File: config.mk
export PLATFORM = sky130hd
export DESIGN_NAME = kms_top
export DESIGN_NICKNAME = d
export VERILOG_FILES = /design/src/include/kms_pkg.sv /design/src/verilog/kms_sync.sv /design/src/verilog/kms_timer.sv /design/src/verilog/kms_top.sv
export SDC_FILE = /design/constraint.sdc
export NUM_CORES = 1
export LEC_CHECK = 0
export ABC_AREA = 1
export BUFFER_PORTS_ARGS = -buffer_cell sky130_fd_sc_hd__buf_2
export CAP_MARGIN = 20
export CORE_UTILIZATION = 45
export DETAILED_ROUTE_END_ITERATION = 8
export GPL_ROUTABILITY_DRIVEN = 1
export PLACE_DENSITY = 0.71
export SETUP_SLACK_MARGIN = 0.5
export SYNTH_ARGS = -nofsm -noshare
export SYNTH_HDL_FRONTEND = slang
export SYNTH_SLANG_ARGS = --single-unit
File: constraint.sdc
create_clock -name clock -period 14.9 [get_ports clock]
set_input_delay 1.49 -clock clock [delete_from_list [all_inputs] [get_ports clock]]
set_output_delay 1.49 -clock clock [all_outputs]
set_load 0.05 [all_outputs]
File: src/include/kms_pkg.sv
// keyboard matrix scanner: shared addresses, field positions, reset values
// assumes a 100 MHz system clock and the 24-pin general-purpose pin set

package kms_pkg;

    // ********************************************************
    // pin set
    // ********************************************************
    localparam int NUM_PINS = 24;
    localparam int GROUP_WIDTH = 8;
    localparam int NUM_GROUPS = 3;

    // ********************************************************
    // register addresses (I/O space and index space)
    // ********************************************************
    localparam logic [7:0] ADDR_KBD_DATA = 8'h60;
    localparam logic [7:0] ADDR_KBD_CTRL = 8'h61;
    localparam logic [7:0] ADDR_KBD_AUX = 8'h62;
    localparam logic [7:0] IDX_SCAN_ENABLE = 8'h66;
    localparam logic [7:0] IDX_NMI_CTRL_STAT = 8'h67;
    localparam logic [7:0] IDX_DRIVE_BASE = 8'h69;
    localparam logic [7:0] IDX_SENSE_BASE = 8'h6C;
    localparam logic [7:0] IDX_TIMER_PERIOD = 8'h6F;

    // ********************************************************
    // field positions
    // ********************************************************
    localparam int MODE_SELECT_BIT = 2;
    localparam int PRIMARY_SELECT_BIT = 3;
    localparam int KEY_NMI_EN_BIT = 0;
    localparam int TIMER_EN_BIT = 1;
    localparam int KEY_NMI_STS_BIT = 4;
    localparam int TIMER_NMI_STS_BIT = 5;
    localparam int KBD_IRQ_CLEAR_BIT = 7;

    // ********************************************************
    // reset values
    // ********************************************************
    localparam logic [7:0] SCAN_ENABLE_RST = 8'h00;
    localparam logic [7:0] KBD_CTRL_RST = 8'h00;
    localparam logic [7:0] KBD_DATA_RST = 8'h00;
    localparam logic [7:0] DRIVE_RST = 8'h00;
    localparam logic [7:0] TIMER_PERIOD_RST = 8'h09;
    localparam logic [7:0] UNMAPPED_READ = 8'h00;

    // ********************************************************
    // timing
    // ********************************************************
    localparam int CLK_PERIOD_NS = 10;
    localparam int TIMER_TICK_NS = 1000000;
    localparam int TICK_CYCLES = TIMER_TICK_NS / CLK_PERIOD_NS;

endpackage

File: src/verilog/kms_sync.sv
// keyboard matrix scanner: two-flop synchroniser, one chain per bit
// assumes the inputs may change at any time relative to clock

`timescale 1ns/1ps

module kms_sync #(
    parameter int WIDTH = 24
) (
    input wire logic clock,
    input wire logic rst,
    input wire logic [WIDTH-1:0] asyncIn,
    output logic [WIDTH-1:0] syncOut
);

    logic [WIDTH-1:0] stage1_r;
    logic [WIDTH-1:0] stage2_r;

    // the first stage feeds only the second stage
    for (genvar i = 0; i < WIDTH; i++) begin : gChain
        always_ff @(posedge clock or posedge rst) begin
            if (rst) begin
                stage1_r[i] <= 1'b1;
                stage2_r[i] <= 1'b1;
            end else begin
                stage1_r[i] <= asyncIn[i];
                stage2_r[i] <= stage1_r[i];
            end
        end
    end

    assign syncOut = stage2_r;

endmodule // kms_sync

File: src/verilog/kms_timer.sv
// keyboard matrix scanner: periodic scan timer
// assumes period is static while enabled; a change is compared against the running count at once

`timescale 1ns/1ps

module kms_timer #(
    parameter int TICK_CYCLES = kms_pkg::TICK_CYCLES
) (
    input wire logic clock,
    input wire logic rst,
    input wire logic enable,
    input wire logic [7:0] period,
    output logic tick
);

    localparam int PW = $clog2(TICK_CYCLES + 1);
    localparam logic [PW-1:0] PRE_LAST = PW'(TICK_CYCLES - 1);

    logic [PW-1:0] pre_r;
    logic [7:0] count_r;
    logic tick_r;
    wire preWrap = (pre_r == PRE_LAST);
    wire countWrap = preWrap && (count_r == period);

    // disabling clears both stages so the first tick is a full period away
    always_ff @(posedge clock or posedge rst) begin
        if (rst) begin
            pre_r <= '0;
            count_r <= 8'h00;
            tick_r <= 1'b0;
        end else if (!enable) begin
            pre_r <= '0;
            count_r <= 8'h00;
            tick_r <= 1'b0;
        end else begin
            pre_r <= preWrap ? '0 : pre_r + PW'(1);
            count_r <= countWrap ? 8'h00 : (preWrap ? count_r + 8'h01 : count_r);
            tick_r <= countWrap;
        end
    end

    assign tick = tick_r;

endmodule // kms_timer

File: src/verilog/kms_top.sv
// keyboard matrix scanner: scan drive, return sense, scan interrupts, keyboard data port
// assumes pin assignment is decided outside (scanSel, returnSel) and pins are resolved
// by the surrounding pad logic from pinOut and pinOeN

`timescale 1ns/1ps

module kms_top #(
    parameter int TICK_CYCLES = kms_pkg::TICK_CYCLES
) (
    input wire logic clock,
    input wire logic rst,
    input wire logic ioIndex,
    input wire logic [7:0] ioAddr,
    input wire logic [7:0] ioWrData,
    input wire logic ioWr,
    input wire logic ioRd,
    output logic [7:0] ioRdData,
    output logic ioRdValid,
    input wire logic [23:0] scanSel,
    input wire logic [23:0] returnSel,
    input wire logic [23:0] pinIn,
    output logic [23:0] pinOut,
    output logic [23:0] pinOeN,
    input wire logic [7:0] serialData,
    input wire logic [7:0] auxIn,
    output logic nmi,
    output logic keyboardIrq
);

    // ********************************************************
    // address decode
    // ********************************************************
    function automatic logic hit(input logic idx, input logic [7:0] addr,
                                 input logic wantIdx, input logic [7:0] want);
        return (idx == wantIdx) && (addr == want);
    endfunction

    wire hitData = hit(ioIndex, ioAddr, 1'b0, kms_pkg::ADDR_KBD_DATA);
    wire hitCtrl = hit(ioIndex, ioAddr, 1'b0, kms_pkg::ADDR_KBD_CTRL);
    wire hitAux = hit(ioIndex, ioAddr, 1'b0, kms_pkg::ADDR_KBD_AUX);
    wire hitScanEn = hit(ioIndex, ioAddr, 1'b1, kms_pkg::IDX_SCAN_ENABLE);
    wire hitNmi = hit(ioIndex, ioAddr, 1'b1, kms_pkg::IDX_NMI_CTRL_STAT);
    wire hitPeriod = hit(ioIndex, ioAddr, 1'b1, kms_pkg::IDX_TIMER_PERIOD);
    // group A sense read, watched by the cover below
    wire hitSense0 = hit(ioIndex, ioAddr, 1'b1, kms_pkg::IDX_SENSE_BASE);

    // ********************************************************
    // state
    // ********************************************************
    logic [7:0] scanEn_r;
    logic [7:0] ctrl_r;
    logic [7:0] kbdData_r;
    logic [7:0] period_r;
    logic [7:0] drive_r [0:2];
    logic keyEn_r;
    logic timerEn_r;
    logic keySts_r;
    logic timerSts_r;
    logic keyPrev_r;
    logic kbdIrq_r;
    logic nmi_r;
    logic [23:0] pinOeN_r;
    logic [23:0] pinOut_r;
    logic [7:0] rdData_r;
    logic rdValid_r;

    logic [23:0] driveVec;
    logic [23:0] pinSync;
    logic [7:0] grpRead [0:2];
    logic [2:0] grpHit;
    logic timerTick;

    // ********************************************************
    // pin sampling
    // ********************************************************
    kms_sync #(.WIDTH(kms_pkg::NUM_PINS)) uSync (
        .clock(clock),
        .rst(rst),
        .asyncIn(pinIn),
        .syncOut(pinSync)
    );

    wire partialMode = scanEn_r[kms_pkg::MODE_SELECT_BIT];
    wire matrixPrimary = scanEn_r[kms_pkg::PRIMARY_SELECT_BIT];

    // non-return pins read high so software can mask sparse layouts cheaply
    wire [23:0] senseView = pinSync | ~returnSel;

    // ********************************************************
    // drive and sense groups
    // ********************************************************
    for (genvar g = 0; g < kms_pkg::NUM_GROUPS; g++) begin : gGroup
        wire hitDrive = hit(ioIndex, ioAddr, 1'b1, kms_pkg::IDX_DRIVE_BASE + 8'(g));
        wire hitSense = hit(ioIndex, ioAddr, 1'b1, kms_pkg::IDX_SENSE_BASE + 8'(g));
        always_ff @(posedge clock or posedge rst) begin
            if (rst) begin
                drive_r[g] <= kms_pkg::DRIVE_RST;
            end else if (ioWr && hitDrive) begin
                drive_r[g] <= ioWrData;
            end
        end
        assign driveVec[g*8 +: 8] = drive_r[g];
        assign grpHit[g] = hitDrive || hitSense;
        assign grpRead[g] = (hitDrive ? drive_r[g] : 8'h00) |
                            (hitSense ? senseView[g*8 +: 8] : 8'h00);
    end

    // ********************************************************
    // key detection
    // ********************************************************
    // full mode only counts a press while every scan pin is driving low
    wire allDriven = (|scanSel) && ((scanSel & ~driveVec) == 24'h000000);
    wire fullKey = allDriven && (|(returnSel & ~pinSync));
    // partial mode: return status comes from the external buffer, so only scan pins matter
    wire partialKey = |(scanSel & pinSync);
    wire keyNow = partialMode ? partialKey : fullKey;
    wire keyEdge = keyNow && !keyPrev_r;
    wire keySet = keyEdge && keyEn_r;

    // ********************************************************
    // periodic timer
    // ********************************************************
    kms_timer #(.TICK_CYCLES(TICK_CYCLES)) uTimer (
        .clock(clock),
        .rst(rst),
        .enable(timerEn_r),
        .period(period_r),
        .tick(timerTick)
    );

    // ********************************************************
    // control and status next values
    // ********************************************************
    wire nmiWr = ioWr && hitNmi;
    wire keyClr = nmiWr && ioWrData[kms_pkg::KEY_NMI_STS_BIT];
    wire timerClr = nmiWr && ioWrData[kms_pkg::TIMER_NMI_STS_BIT];
    // an event in the clearing cycle survives the clear
    wire keySts_nxt = keySet || (keySts_r && !keyClr);
    wire timerSts_nxt = timerTick || (timerSts_r && !timerClr);

    wire dataWr = ioWr && hitData && matrixPrimary;
    wire irqClr = ioWr && hitCtrl && ioWrData[kms_pkg::KBD_IRQ_CLEAR_BIT];
    wire kbdIrq_nxt = dataWr || (kbdIrq_r && !irqClr);

    logic [7:0] nmiView;
    always_comb begin
        nmiView = 8'h00;
        nmiView[kms_pkg::KEY_NMI_EN_BIT] = keyEn_r;
        nmiView[kms_pkg::TIMER_EN_BIT] = timerEn_r;
        nmiView[kms_pkg::KEY_NMI_STS_BIT] = keySts_r;
        nmiView[kms_pkg::TIMER_NMI_STS_BIT] = timerSts_r;
    end

    // serial shift data is shown when the serial side is primary
    wire [7:0] dataView = matrixPrimary ? kbdData_r : serialData;
    wire [7:0] grpMux = grpRead[0] | grpRead[1] | grpRead[2];
    wire [7:0] rdMux = hitData ? dataView :
                       hitCtrl ? ctrl_r :
                       hitAux ? auxIn :
                       hitScanEn ? scanEn_r :
                       hitNmi ? nmiView :
                       hitPeriod ? period_r :
                       (|grpHit) ? grpMux : kms_pkg::UNMAPPED_READ;

    // only assigned scan pins ever drive; the level is always low
    wire [23:0] pinOeN_nxt = ~(scanSel & driveVec);

    // ********************************************************
    // registers
    // ********************************************************
    always_ff @(posedge clock or posedge rst) begin
        if (rst) begin
            scanEn_r <= kms_pkg::SCAN_ENABLE_RST;
            ctrl_r <= kms_pkg::KBD_CTRL_RST;
            period_r <= kms_pkg::TIMER_PERIOD_RST;
        end else begin
            if (ioWr && hitScanEn) scanEn_r <= ioWrData;
            if (ioWr && hitCtrl) ctrl_r <= ioWrData;
            if (ioWr && hitPeriod) period_r <= ioWrData;
        end
    end

    always_ff @(posedge clock or posedge rst) begin
        if (rst) begin
            keyEn_r <= 1'b0;
            timerEn_r <= 1'b0;
            keySts_r <= 1'b0;
            timerSts_r <= 1'b0;
            keyPrev_r <= 1'b0;
            nmi_r <= 1'b0;
        end else begin
            if (nmiWr) keyEn_r <= ioWrData[kms_pkg::KEY_NMI_EN_BIT];
            if (nmiWr) timerEn_r <= ioWrData[kms_pkg::TIMER_EN_BIT];
            keySts_r <= keySts_nxt;
            timerSts_r <= timerSts_nxt;
            keyPrev_r <= keyNow;
            nmi_r <= keySts_r || timerSts_r;
        end
    end

    always_ff @(posedge clock or posedge rst) begin
        if (rst) begin
            kbdData_r <= kms_pkg::KBD_DATA_RST;
            kbdIrq_r <= 1'b0;
        end else begin
            if (dataWr) kbdData_r <= ioWrData;
            kbdIrq_r <= kbdIrq_nxt;
        end
    end

    always_ff @(posedge clock or posedge rst) begin
        if (rst) begin
            pinOeN_r <= 24'hFFFFFF;
            pinOut_r <= 24'h000000;
            rdData_r <= 8'h00;
            rdValid_r <= 1'b0;
        end else begin
            pinOeN_r <= pinOeN_nxt;
            pinOut_r <= 24'h000000;
            rdData_r <= ioRd ? rdMux : rdData_r;
            rdValid_r <= ioRd;
        end
    end

    assign ioRdData = rdData_r;
    assign ioRdValid = rdValid_r;
    assign pinOut = pinOut_r;
    assign pinOeN = pinOeN_r;
    assign nmi = nmi_r;
    assign keyboardIrq = kbdIrq_r;
endmodule // kms_top
==> metrics.md <==
| Metric | Value |
|---|---|
| Util after Layout | 54.46% |
| Post-CTS Resized | 0 |
| Clk_lat worst skew | 0.44 ns |
| Most used cell, CP | nor2_2 |
| Clk root buf | clkbuf_16 |
| DRC | 0 |
| Cts hold-fix bufs | 0 |
| Kind of critical path | input pin to register |
| Hold Startpoint | uSync.stage1_r[17] |
| Mapped cell area | 8085 µm² |
| Syn avg cell area | 8.379 µm² |
| Wire length per cell | 16.65 µm |
| Worst flop-to-flop path startpoint | uTimer.pre_r[0] |
| Fin crit share | 20.79% |
| CTS tree | done |
| Number of synthesis warnings | 0 |
| TNS Setup | 0 ns |
| Largest net degree at the start of global routing | 97 |
| Reg2reg end | uTimer.count_r[4] |
| Post-synth EDFFs | 0 |
| Die height | 136.0 µm |
| Chip width | 136.0 µm |
| Post-CTS Setup Bufs | 0 |
| Vias in the first global route | 6812 |
| DR iter-0 viols | 558 |
| Startpoint types | input pin |
| DP HPWL | 16740 µm |
| Antenna viol nets, final | 0 |
| I/O Pins | 168 |
| Slowest-stage cell, CP | nor2_2 |
| Status | finished, final reports clean |
| Setup WS pre-CTS | 11.39 ns |
| Clock-pin transition on the worst setup and hold timing paths | 0.07 ns |
| Final Max Tran Viols | 0 |
| Final WL | 22430 µm |
| PwrDens | 107.4 nW/µm² |
| Port buffer count | 143 |
| DR vias | 6954 |
| Initial Utilization | 46.42% |
| Hold path endpoint | uSync.syncOut[17] |
| Commonest cells after routing, fill and taps aside | nand2_1, buf_2, inv_1 |
| Leakage | 0.004576 µW |
| TritonCTS buffer count | 17 |
| Netlist cell types | 44 |
| Max_slew headroom | 37.37% |
| Main flop type after synthesis | dfrtp_1 |
| RSZ-0062 raised after global routing | false |
| #FFs+latches synth | 170 |
| Final Total Pwr | 1018 µW |
| Worst hold stages | 0 |
| Peak Freq | 322.8 MHz |
| Initial antenna violation count | 2 |
| H-tree depth | 4 |
| CP endpoint kind | register |
| Routability-driven placement congestion ratio | 0.9376 |
| Crit-path max FO | 17 |
| WHS | 0.3530 ns |
| First-pass DRT Iterations | 5 |
| Peak supply drop | 0.08052 mV |
| CTS Sinks | 170 |
| Worst EP arrival | 3.44 ns |
| Fin nets | 1220 |
| Crit path time final | 3.098 ns |
| Count of final hold-check violations | 0 |
| Skew final | 0.007963 ns |
| Measured slew at the worst slew-check pin | 0.9395 ns |
| Antenna diode count | 0 |
| Area of the die | 18510 µm² |
| Worst-path cell chain | buf_2 -> inv_1 -> nand2_1 -> nor2_2 -> nand4_2 -> nor2_2 -> nand3_2 -> o21ai_0 |
| Final setup violation count | 0 |
| Sequential fraction of the synthesis area | 53.76% |
| Total GRT Usage | 25.72% |
| Grt total ovfl | 0 |
| Post-synth ARST share | 100.0% |
| R2R depth | 9 |
| Final critical-path setup slack | 11.80 ns |
| Worst path top cell family by delay | simple AND/OR/NAND/NOR gates |
| WP data required | 15.24 ns |
| Worst Hold Class | register to register |
| R2r setup slk | 12.92 ns |
| Most common cell after layout, fill and taps aside | nand2_1 |
| Max Cap Viol | 0 |
| Largest stage delay, worst path | 0.49 ns |
| CTS Buffer Depth | 2 |
| Standard-cell rows | 48 |
| First-pass GRT wire length | 35310 µm |
| Core Footprint | 17420 µm² |
| Vias per inst | 5.163 |
| Layout cells sized above 1 | 26.02% |
| Worst Path Buf+Inv | 2 |
| Synth-to-layout area growth | 17.32% |
| Mapped Cells | 965 |
cell usage after synthesis (2+ instances only):
cell type	number	share of area, %
buf_4	26	2.4
nand4_1	25	1.9
a21oi_1	26	1.6
nor4_1	8	0.62
dfstp_2	74	24
o211ai_1	3	0.28
dfrtp_1	96	30
xor2_1	4	0.43
inv_2	3	0.14
nand3_2	3	0.37
nor2_2	11	0.85
o21a_1	2	0.19
inv_1	126	5.8
nor2_4	4	0.56
buf_2	8	0.50
nand3_1	38	2.4
nor2_1	80	3.7
o22ai_1	6	0.46
o21ai_1	4	0.25
a22o_1	3	0.33
a31oi_1	4	0.31
clkbuf_1	6	0.28
nand2_1	255	12
nor3_1	24	1.5
o2111ai_1	5	0.54
o21ai_0	85	5.3
nand2_2	8	0.62
ha_1	2	0.31
or2_2	7	0.54
xnor2_1	5	0.54
worst reg2reg max path: cells and delay by family (launching register included):
family                   cells  cell delay (ns)
AO/OA/AOI/OAI                1             0.11
adder cells (fa/ha/maj)      1             0.21
buffers and inverters        1             0.28
flip-flops                   1             0.37
AND/OR/NAND/NOR              6             0.93
report_power, final:
| group | switching, µW | internal [µW] |
|---|---|---|
| registers | 8.25 | 482 |
| clock network | 190 | 246 |
| logic | 68.8 | 23.1 |
cell families after synthesis:
kind of cell             count (synthesis)  share of synthesized area, %
buffers and inverters                  172                         9.409
flip-flops                             170                         53.76
AO/OA/AOI/OAI                          141                         9.579
other                                    1                       0.04638
AND/OR/NAND/NOR                        470                         25.92
adder cells (fa/ha/maj)                  2                        0.3095
XOR/XNOR                                 9                        0.9749
flip-flops by register name (all words and copies together) (netlist names), 17 cells and up:
signal          count
pinOeN             24
driveVec           24
uSync.stage1_r     24
uTimer.pre_r       17
uSync.syncOut      24
through the flow:
stage                     cell area, µm²  std cells
final                               9485       1347
after global routing                9485       1347
after CTS                           9485       1347
after detailed placement            8909       1315
after global placement              8909       1315
after floorplan                     8172        988
metal layers:
| metal | vias up | share of wire [%] | track usage (%) | wire length (µm) |
|---|---|---|---|---|
| met3 | 56 | 8.0 | 6.488 | 1796 |
| met4 | 4 | 3.3 | 11.85 | 732 |
| met2 | 303 | 45 | 40.02 | 10200 |
| met5 | - | 0.12 | 0 | 27 |
| met1 | 3247 | 43 | 33.64 | 9668 |
| li1 | 3344 | - | - | - |
how the worst max path moves through the flow:
stage / startpoint / endpoint / slack, ns / cells after the start
after floorplan: rst / ctrl_r[0] / 8.93 / 1
after global placement: ioAddr[7] / kbdData_r[5] / 11.48 / 9
after detailed placement: ioAddr[7] / kbdData_r[6] / 11.39 / 8
after CTS: ioAddr[7] / kbdData_r[6] / 11.83 / 8
after global routing: ioAddr[4] / kbdData_r[6] / 11.54 / 8
final: ioAddr[7] / kbdData_r[6] / 11.80 / 8
area by class of cell:
type / instances / area (µm²)
timing repair buffer: 144 / 723.2
tap: 225 / 281.5
fill: 1641 / 7931
inverter: 130 / 493.0
clock inverter: 12 / 108.9
multi-input combinational: 646 / 3064
clock buffer: 20 / 467.9
sequential: 170 / 4347
(Power assumes the default switching activity.)
